$ cat config.mk
export PLATFORM = sky130hd
export DESIGN_NAME = mmx_memory_bus
export DESIGN_NICKNAME = d
export VERILOG_FILES = /design/src/rtl/mmx_pkg.sv /design/src/rtl/mmx_phase_if.sv /design/src/rtl/mmx_memory_bus.sv /design/src/rtl/mmx_phase_timer.sv
export SDC_FILE = /design/constraint.sdc
export NUM_CORES = 1
export LEC_CHECK = 0
export BUFFER_PORTS_ARGS = -buffer_cell sky130_fd_sc_hd__buf_2
export CAP_MARGIN = 20
export CORE_AREA = 2 2 118 97
export CTS_BUF_LIST = sky130_fd_sc_hd__clkbuf_8
export CTS_CLUSTER_DIAMETER = 30
export DETAILED_ROUTE_END_ITERATION = 10
export DIE_AREA = 0 0 120 99
export GPL_ROUTABILITY_DRIVEN = 0
export GPL_TIMING_DRIVEN = 0
export PLACE_DENSITY_LB_ADDON = 0.1
export RECOVER_POWER = 50
export SLEW_MARGIN = 20
export SYNTH_ARGS = -nofsm -noshare
export SYNTH_HDL_FRONTEND = slang
export SYNTH_SLANG_ARGS = --single-unit
$ cat constraint.sdc
create_clock -name core_clk -period 4.85 [get_ports core_clk]
set_clock_uncertainty 0.2 [all_clocks]
set_input_delay 0.97 -clock core_clk [delete_from_list [all_inputs] [get_ports core_clk]]
set_output_delay 0.97 -clock core_clk [all_outputs]
set_load 0.1 [all_outputs]
$ cat src/rtl/mmx_pkg.sv
package mmx_pkg;

  // ----------------------------------------------------------------
  // address map
  // ----------------------------------------------------------------
  localparam logic [7:0]  LOW_RAM_TOP    = 8'h7F;    // above: sfr (direct) or upper ram
  localparam logic [7:0]  BIT_RAM_BASE   = 8'h20;    // bit-addressable ram bytes 20h..2fh
  localparam logic [7:0]  BIT_ADDR_TOP   = 8'h7F;    // bit addresses 00h..7fh live in ram
  localparam logic [15:0] AUX_RAM_TOP    = 16'h03FF; // 1024 bytes of on-chip aux ram
  localparam logic [7:0]  FLASH_LOW_BYTE = 8'h00;    // data flash start low byte
  localparam logic [7:0]  PORT0_IDLE     = 8'hFF;    // port 0 latch value after a bus cycle
  localparam logic [7:0]  SP_RESET       = 8'h07;    // stack pointer after reset
  localparam logic [15:0] LOADER_TOP     = 16'h09FF; // last loader flash address, arbitrary default

  // ----------------------------------------------------------------
  // bit positions
  // ----------------------------------------------------------------
  localparam int BANK_LOW_POS     = 3;  // bank_select_low in program_status_word
  localparam int BANK_HIGH_POS    = 4;  // bank_select_high
  localparam int AUX_RAM_SEL_POS  = 4;  // aux_ram_select in chip_control_reg
  localparam int CODE_LOCK_POS    = 2;  // code_read_lock in config_byte_zero
  localparam int FLASH_ALLOW_POS  = 0;  // data_flash_allow in config_byte_zero

  // ----------------------------------------------------------------
  // bus cycle sequencing, in core clocks per phase
  // ----------------------------------------------------------------
  localparam logic [1:0] PHASE_CYCLES = 2'd2;

  typedef enum logic [2:0] {
    MMX_IDLE,
    MMX_ADDR,
    MMX_LATCH,
    MMX_STROBE,
    MMX_HOLD
  } mmx_state_t;

  typedef enum logic [1:0] {
    MMX_CODE,
    MMX_DATA_READ,
    MMX_DATA_WRITE
  } mmx_kind_t;

endpackage

$ cat src/rtl/mmx_phase_if.sv
`timescale 1ns/100ps
// phase counter link between the sequencer and its timer
interface mmx_phase_if;
  logic start;
  logic done;
  modport seq (output start, input done);
  modport tmr (input start, output done);
endinterface

$ cat src/rtl/mmx_memory_bus.sv
`timescale 1ns/100ps
// Summary of operation
// - with select high at power-on, fetch outside when past internal flash size
// - with select low at power-on, fetch the full 64k-byte space outside
// - external fetch drives ports 0 and 2 and pulses program store strobe
// - access select pin caught once after power-on; later changes ignored
// - code lock 0 blocks table reads of internal flash by external code
// - 8-bit internal address; above 7fh direct is sfr, indirect upper ram
// - only sfr addresses ending in 0h or 8h are bit-addressable
// - lowest 32 bytes are four register banks chosen by status word bits 3,4
// - bytes 20h..2fh reachable as bits 00h..7fh
// - stack pointer resets to 07h; push pre-increments, pop post-decrements
// - aux ram at 000h..3ffh while aux ram select set, else external
// - 16-bit data access: port 0 low address/data, port 2 high, read/write strobes
// - 8-bit data access drives only port 0 and strobes; port 2 left free
// - low address valid on port 0 at falling edge of latch strobe
// - write data on port 0 before write strobe and held after it ends
// - read data sampled from port 0 just before read strobe ends
// - every external access loads 0ffh into the port 0 latch
// - field update disabled while running externally
// - base register gives data flash start high byte, reloaded from config
// - base register writes only take effect under timed access
// - base config 00h makes all flash data flash; execution goes outside unless running from the loader
// - data flash exists only with allow bit 0; else code covers 64k
module mmx_memory_bus (
  input  wire logic        core_clk,
  input  wire logic        rst,
  // straps and configuration
  input  wire logic        ext_access_select,
  input  wire logic [7:0]  config_byte_zero,
  input  wire logic [7:0]  config_byte_one,
  input  wire logic        running_from_loader,
  // core side request
  input  wire logic        req_valid,
  input  wire logic [1:0]  req_kind,
  input  wire logic        req_wide,
  input  wire logic [15:0] req_addr,
  input  wire logic [7:0]  req_wdata,
  input  wire logic        table_read,
  // internal data space request
  input  wire logic [7:0]  int_addr,
  input  wire logic        int_indirect,
  input  wire logic        int_bit_op,
  input  wire logic [7:0]  program_status_word,
  input  wire logic [7:0]  chip_control_reg,
  // stack
  input  wire logic        stack_push,
  input  wire logic        stack_pop,
  input  wire logic        stack_load,
  input  wire logic [7:0]  stack_load_val,
  // data flash base register port
  input  wire logic        base_wr,
  input  wire logic [7:0]  base_wdata,
  input  wire logic        timed_access,
  // core side answers
  output logic             req_done,
  output logic [7:0]       req_rdata,
  output logic             fetch_external,
  output logic             aux_ram_hit,
  output logic             table_blocked,
  output logic             field_update_allow,
  output logic [7:0]       data_flash_base_high,
  output logic [15:0]      app_flash_top,
  output logic [7:0]       int_ram_addr,
  output logic             int_sfr_sel,
  output logic [7:0]       bit_byte_addr,
  output logic [2:0]       bit_index,
  output logic             bit_sfr_sel,
  output logic [7:0]       stack_pointer,
  output logic [7:0]       stack_ram_addr,
  output logic [7:0]       port0_latch,
  // external pins
  input  wire logic [7:0]  port0_in,
  output logic [7:0]       port0_out,
  output logic             port0_oe,
  output logic [7:0]       port2_out,
  output logic             port2_oe,
  output logic             addr_latch_strobe,
  output logic             program_store_strobe_n,
  output logic             read_strobe_n,
  output logic             write_strobe_n
);

  // ----------------------------------------------------------------
  // power-on strap and flash boundary
  // ----------------------------------------------------------------
  logic strap_taken;
  logic ext_sel_high;

  // strap is caught on the first clock after release, then frozen
  always_ff @(posedge core_clk or posedge rst) begin
    if (rst) begin
      strap_taken  <= 1'b0;
      ext_sel_high <= 1'b1;
    end else if (!strap_taken) begin
      strap_taken  <= 1'b1;
      ext_sel_high <= ext_access_select;
    end
  end

  // base register reloads from config on every reset, then timed writes only
  logic base_loaded;
  always_ff @(posedge core_clk or posedge rst) begin
    if (rst) begin
      base_loaded          <= 1'b0;
      data_flash_base_high <= 8'h00;
    end else if (!base_loaded) begin
      base_loaded          <= 1'b1;
      data_flash_base_high <= config_byte_one;
    end else if (base_wr && timed_access) begin
      data_flash_base_high <= base_wdata;
    end
  end

  // flash split: the base byte marks where data flash starts and code ends
  wire flash_split  = !config_byte_zero[mmx_pkg::FLASH_ALLOW_POS];
  wire no_app_flash = flash_split && (data_flash_base_high == 8'h00);
  wire [15:0] next_app_top = flash_split
         ? ({data_flash_base_high, mmx_pkg::FLASH_LOW_BYTE} - 16'd1)
         : 16'hFFFF;
  wire [15:0] region_top = running_from_loader ? mmx_pkg::LOADER_TOP : app_flash_top;
  // fetch outside: strap low, no application region, or pc past the region
  wire next_fetch_ext = !ext_sel_high
         || (!running_from_loader && no_app_flash)
         || (req_addr > region_top);
  wire next_table_blk = table_read && fetch_external
         && !config_byte_zero[mmx_pkg::CODE_LOCK_POS];

  // ----------------------------------------------------------------
  // internal data space decode
  // ----------------------------------------------------------------
  // register banks: two status word bits pick one group of eight
  wire [1:0] bank = {program_status_word[mmx_pkg::BANK_HIGH_POS],
                     program_status_word[mmx_pkg::BANK_LOW_POS]};
  wire       is_reg = (int_addr[7:3] == 5'd0) && int_bit_op == 1'b0 && int_indirect == 1'b0;
  wire [7:0] next_ram_addr = is_reg ? {3'b000, bank, int_addr[2:0]} : int_addr;
  wire       next_sfr_sel = (int_addr > mmx_pkg::LOW_RAM_TOP) && !int_indirect;
  // bit addresses up to 7fh land in ram bytes 20h..2fh, the rest in sfrs
  wire       bit_in_ram = int_addr <= mmx_pkg::BIT_ADDR_TOP;
  wire [7:0] next_bit_byte = bit_in_ram
         ? (mmx_pkg::BIT_RAM_BASE + {4'h0, int_addr[6:3]})
         : {int_addr[7:3], 3'b000};

  // only data requests can land in aux ram; code fetches never do
  wire aux_hit_now = chip_control_reg[mmx_pkg::AUX_RAM_SEL_POS]
         && (req_addr <= mmx_pkg::AUX_RAM_TOP) && req_kind != 2'(mmx_pkg::MMX_CODE);

  // registered decode outputs
  always_ff @(posedge core_clk or posedge rst) begin
    if (rst) begin
      int_ram_addr       <= 8'h00;
      int_sfr_sel        <= 1'b0;
      bit_byte_addr      <= 8'h00;
      bit_index          <= 3'd0;
      bit_sfr_sel        <= 1'b0;
      fetch_external     <= 1'b0;
      table_blocked      <= 1'b0;
      aux_ram_hit        <= 1'b0;
      field_update_allow <= 1'b0;
      app_flash_top      <= 16'hFFFF;
    end else begin
      int_ram_addr       <= next_ram_addr;
      int_sfr_sel        <= next_sfr_sel;
      bit_byte_addr      <= next_bit_byte;
      bit_index          <= int_addr[2:0];
      bit_sfr_sel        <= !bit_in_ram;
      fetch_external     <= next_fetch_ext;
      table_blocked      <= next_table_blk;
      aux_ram_hit        <= req_valid && aux_hit_now;
      field_update_allow <= !fetch_external;
      app_flash_top      <= next_app_top;
    end
  end

  // ----------------------------------------------------------------
  // stack pointer
  // ----------------------------------------------------------------
  // pushes write at the incremented pointer, pops read at the current one
  always_ff @(posedge core_clk or posedge rst) begin
    if (rst) begin
      stack_pointer  <= mmx_pkg::SP_RESET;
      stack_ram_addr <= mmx_pkg::SP_RESET;
    end else if (stack_load) begin
      stack_pointer  <= stack_load_val;
      stack_ram_addr <= stack_load_val;
    end else if (stack_push) begin
      stack_pointer  <= stack_pointer + 8'd1;
      stack_ram_addr <= stack_pointer + 8'd1;
    end else if (stack_pop) begin
      stack_ram_addr <= stack_pointer;
      stack_pointer  <= stack_pointer - 8'd1;
    end
  end

  // ----------------------------------------------------------------
  // external bus sequencer
  // ----------------------------------------------------------------
  // one shared timer paces all four phases of a bus cycle
  mmx_phase_if ph ();
  mmx_phase_timer u_timer (
    .core_clk (core_clk),
    .rst      (rst),
    .ph       (ph)
  );

  // captured request, held for the whole bus cycle
  mmx_pkg::mmx_state_t state;
  mmx_pkg::mmx_kind_t  kind;
  logic                wide;
  logic [15:0]         addr;
  logic [7:0]          wdata;

  // code fetches go outside only when fetching externally; aux ram stays inside
  wire is_code   = req_kind == 2'(mmx_pkg::MMX_CODE);
  // a request still raised while done is shown is the one just finished,
  // so it must not start a second bus cycle
  wire ext_start = req_valid && !req_done && state == mmx_pkg::MMX_IDLE
                   && (is_code ? next_fetch_ext : !aux_hit_now);
  wire phase_end = ph.done;
  assign ph.start = ext_start || (phase_end && state != mmx_pkg::MMX_IDLE
                                  && state != mmx_pkg::MMX_HOLD);

  // four phases of two clocks each; the timer's done ends every phase,
  // and the end of hold returns to idle with done shown for one clock
  always_ff @(posedge core_clk or posedge rst) begin
    if (rst) begin
      state <= mmx_pkg::MMX_IDLE;
      kind  <= mmx_pkg::MMX_CODE;
      wide  <= 1'b0;
      addr  <= 16'h0000;
      wdata <= 8'h00;
    end else begin
      case (state)
        mmx_pkg::MMX_IDLE: begin
          if (ext_start) begin
            state <= mmx_pkg::MMX_ADDR;
            kind  <= mmx_pkg::mmx_kind_t'(req_kind);
            wide  <= req_wide || is_code;
            addr  <= req_addr;
            wdata <= req_wdata;
          end
        end
        mmx_pkg::MMX_ADDR:   if (phase_end) state <= mmx_pkg::MMX_LATCH;
        mmx_pkg::MMX_LATCH:  if (phase_end) state <= mmx_pkg::MMX_STROBE;
        mmx_pkg::MMX_STROBE: if (phase_end) state <= mmx_pkg::MMX_HOLD;
        default:             if (phase_end) state <= mmx_pkg::MMX_IDLE;
      endcase
    end
  end

  wire in_addr   = state == mmx_pkg::MMX_ADDR;
  wire in_latch  = state == mmx_pkg::MMX_LATCH;
  wire in_strobe = state == mmx_pkg::MMX_STROBE;
  wire in_hold   = state == mmx_pkg::MMX_HOLD;
  wire busy      = state != mmx_pkg::MMX_IDLE;
  wire is_write  = kind == mmx_pkg::MMX_DATA_WRITE;
  // the address stays driven through the edge at which the latch strobe
  // falls, so the external latch never sees data while it closes
  wire hold_addr = in_addr || (in_latch && !phase_end);
  // write data comes one clock before the write strobe falls
  wire [7:0] next_p0 = hold_addr ? addr[7:0] : (is_write ? wdata : port0_out);
  wire next_p0_oe = hold_addr || (is_write && busy);
  // read data is taken on the last clock the strobe is low, which gives
  // slow memories the whole strobe width
  wire sample_rd  = in_hold && !phase_end && !is_write;

  // ----------------------------------------------------------------
  // pin and answer registers
  // ----------------------------------------------------------------
  // every pin comes from a flop, so decode glitches never reach the bus
  always_ff @(posedge core_clk or posedge rst) begin
    if (rst) begin
      port0_out              <= 8'h00;
      port0_oe               <= 1'b0;
      port2_out              <= 8'h00;
      port2_oe               <= 1'b0;
      addr_latch_strobe      <= 1'b0;
      program_store_strobe_n <= 1'b1;
      read_strobe_n          <= 1'b1;
      write_strobe_n         <= 1'b1;
      req_done               <= 1'b0;
      req_rdata              <= 8'h00;
      port0_latch            <= mmx_pkg::PORT0_IDLE;
    end else begin
      port0_out <= next_p0;
      port0_oe  <= next_p0_oe;
      port2_out <= addr[15:8];
      port2_oe  <= busy && wide;
      addr_latch_strobe      <= in_addr;
      program_store_strobe_n <= !(in_strobe && kind == mmx_pkg::MMX_CODE);
      read_strobe_n          <= !(in_strobe && kind == mmx_pkg::MMX_DATA_READ);
      write_strobe_n         <= !(in_strobe && is_write);
      req_done               <= state == mmx_pkg::MMX_HOLD && phase_end;
      if (sample_rd) begin
        req_rdata <= port0_in;
      end
      if (ext_start) begin
        port0_latch <= mmx_pkg::PORT0_IDLE;
      end
    end
  end

endmodule // mmx_memory_bus

$ cat src/rtl/mmx_phase_timer.sv
`timescale 1ns/100ps
// counts core clocks for one bus phase; restarts on every start pulse
module mmx_phase_timer (
  input  wire logic   core_clk,
  input  wire logic   rst,
  mmx_phase_if.tmr    ph
);
  logic [1:0] count;

  // done rises after PHASE_CYCLES clocks
  always_ff @(posedge core_clk or posedge rst) begin
    if (rst) begin
      count <= 2'd0;
    end else if (ph.start) begin
      count <= mmx_pkg::PHASE_CYCLES - 2'd1;
    end else if (count != 2'd0) begin
      count <= count - 2'd1;
    end
  end

  // done must not look at start: start is built from done, and the pair would loop
  assign ph.done = (count == 2'd0);
endmodule // mmx_phase_timer

==> results.md <==
* Slew @ Worst Pin at between 2000 and 2500 ps
* Final wirelength at approximately 12 mm
* CP Class: in -> reg
* Pwr dens at ~700 nW/um2
* # H-tree levels at 4
* Crit path to: wdata[6]
* Proportion of layout cells with a drive suffix above 1 at 0.4139
* CTS buffer count at 17
* Final Hold Viols at 0
* Maximum number of pins on one net before global-route repair at 64
* Maximum vdd drop at 0.4176 mV
* Register Area at roughly 3000 um2
* R2R Setup Slk at between 1500 and 2000 ps
* Die area at roughly 12000 um2
* Global route total overflow at 0
* Row cnt at 34
* Average size of a mapped cell at 11.41 um2
* WP depth at 10
* Layout area overhead at 29.64%
* Status: finished with violations
* Post-Synthesis Cells at 473
* Die Span X at about 120 um
* Total I/O pin count at roughly 210
* Fin nets at between 700 and 800
* Max-cap viol count at 1
* Vias in the first global route at 4042
* Setup violators final at 0
* Multi-input gate area at around 2200 um2
* # fillers at 857
* Pre-CTS setup slack at around 1300 ps
* Synthesized flop and latch total at 118
* Largest delay contributor family on the critical path: simple AND/OR/NAND/NOR gates
* Clk slew on worst S/H paths at approximately 70 ps
* Drt pass-1 iters at 4
* Cell Area, Synth at 5395 um2
* Worst path cell trace: buf_2 -> nand2b_1 -> ha_1 -> nand4_1 -> or4_1 -> o211a_2 -> o21ai_2 -> buf_6 -> buf_12 -> mux2_4
* Synth warn at 0
* Leading register cell type out of synthesis: dfrtp_1
* Chip height at between 90 and 100 um
* Seq/Total Area, Yosys at 0.5515
* Worst Path Required at 4960 ps
* N_diodes at 0
* Root buf cell: clkbuf_8
* Slew Limit Fails at between 50 and 60
* Fin crit period at about 3100 ps
* Worst R2R Start: app_flash_top[15]
* Period Utilization, post-route at 0.6462
* Clk_lat worst skew at 430 ps
* Fraction of registers with async set or reset after synthesis at 1.000
* Drt wl/cell at 14.41 um
* Tot GR Track Use at 0.2082
* Commonest non-fill, non-tap cell in the layout: buf_2
* Antenna Nets Post-Route at 0
* Port Buf Inserts at 169
* Lkg Pwr at roughly 3.4 nW
* Vias per cell at 4.981
* Post-CTS Setup Inserts at 0
* Cts hold-fix bufs at 0
* Vias at a little over 4000
* Worst-path maximum fanout at 10
* WHS at 170.8 ps
* CTS tree: done
* Failing checks: capacitance limit, slew limit
* Hpwl dp at slightly above 9 mm
* Crit path DAT at 3240 ps
* Quantity of gates resized following cts at 0
* CP bufs+invs at 3
* Most frequent cells in the layout: 166 x buf_2, 100 x dfrtp_1, 33 x nand2_1, 31 x mux2_2, 29 x nor2_1
* Core Region at between 10000 and 15000 um2
* Initial DRC count at just over 200
* First-pass GRT wire length at ~19 mm
* DRC at 0
* FMAX at between 300 and 400 MHz
* Clock Path Buffers at 2
* Count of different cell masters after synthesis at 57
* Worst Reg-to-Reg Cells at 9
* Slowest CP cell: or4_1
* Critical path launch point type: primary input
* Clk sink count at ~120
* Crit. End Element: flop
* Initial antenna violation count at 0
* Fin worst setup slack at about 1700 ps
* Reg-to-Reg End: wdata[6]
* Worst path max stage delay at ~540 ps
* Setup tns final at 0 ps
* Hold Crit Class: reg -> reg
* Crit path launch: running_from_loader
* EDFF count, synth at 0
* RSZ-0062 raised after global routing: no
* Relative slew slack at -0.6519
* Initial core utilization at 0.5053
worst reg2reg max path: stages (launching register included):
cell and delay, ps:
dfstp_2 540, nand2b_1 60, ha_1 310, nand4_1 120, or4_1 540, o211a_2 180, o21ai_2 170, buf_6 190
buf_12 150, mux2_4 300
sequential cells by signal, indices dropped and copies added (netlist names), 8 cells and up:
register	count
wdata	8
data_flash_base_high	8
bit_byte_addr	8
app_flash_top	8
stack_ram_addr	8
port0_out	8
stack_pointer	8
port2_out	8
addr	16
req_rdata	8
kinds of logic after synthesis:
| logic type | after synthesis | share of synthesized area |
|---|---|---|
| AO/OA/AOI/OAI | 86 | 0.09856 |
| XOR/XNOR | 8 | 0.01299 |
| adder cells (fa/ha/maj) | 13 | 0.03015 |
| buffers and inverters | 59 | 0.06006 |
| flip-flops | 118 | 0.5515 |
| multiplexers | 53 | 0.1102 |
| other | 1 | 0.0006951 |
| AND/OR/NAND/NOR | 135 | 0.1359 |
how the worst min path moves through the flow:
stage,startpoint,to,slack (ps),depth (start not counted)
after floorplan,addr[8],port2_out[0],150,0
after global placement,addr[14],port2_out[6],160,0
after detailed placement,addr[10],port2_out[2],160,0
after CTS,addr[10],port2_out[2],170,0
after global routing,addr[12],port2_out[4],180,0
final,addr[15],port2_out[7],170,0
where the power goes:
group | internal [W] | switching [W] | total [W]
sequential | 0.00130 | 0.000163 | 0.00146
combinational | 0.000525 | 0.00171 | 0.00223
clock | 0.000690 | 0.000392 | 0.00108
total | 0.00251 | 0.00226 | 0.00478
through the flow:
| step | total power (W) | cell area (um2) | std cells | utilization |
|---|---|---|---|---|
| after floorplan | 0.003333 | 5455 | 489 | - |
| after global placement | 0.003678 | 6481 | 802 | 0.6070 |
| after detailed placement | 0.003721 | 6514 | 803 | 0.6100 |
| after CTS | 0.004812 | 7002 | 835 | 0.6557 |
| after global routing | 0.005002 | 6994 | 835 | 0.6550 |
| final | 0.004776 | 6994 | 835 | 0.6550 |
per-layer routing:
metal,up-vias,share of wire,wire length [um],GRT usage
met3,19,0.079,953,0.06771
met4,0,0.019,223,0.08959
li1,2032,-,-,-
met1,1953,0.45,5417,0.2735
met2,155,0.45,5440,0.3182
met5,-,0,0,0
synth_stat cells, types with 4 or more instances:
cell type / number / area, um2
dfstp_2: 18 / 473.0
a211oi_1: 4 / 30.03
inv_1: 14 / 52.55
a21oi_1: 26 / 130.1
nand4_1: 7 / 43.79
mux2_2: 31 / 349.1
nand2b_1: 19 / 118.9
nand3_1: 6 / 30.03
nand2_1: 33 / 123.9
nor2_1: 29 / 108.9
clkbuf_1: 22 / 82.58
o21ai_0: 25 / 125.1
or4_1: 4 / 30.03
buf_4: 21 / 157.7
nor4_1: 4 / 25.02
mux2i_1: 17 / 170.2
a22o_1: 4 / 35.03
ha_1: 13 / 162.7
xnor2_1: 6 / 52.55
dfrtp_1: 100 / 2502
nor2b_1: 6 / 37.54
nor3_1: 7 / 35.03
mux2_4: 5 / 75.07
and2_1: 4 / 25.02
final cells by class:
class	count	area share
Multi-Input combinational cell	312	0.3082
Sequential cell	118	0.4254
Tap cell	144	0.02576
Clock inverter	13	0.03238
Buffer	45	0.03882
Timing Repair Buffer	170	0.1243
Inverter	14	0.007692
Clock buffer	19	0.03739
Power figures use the tool's default switching activity.
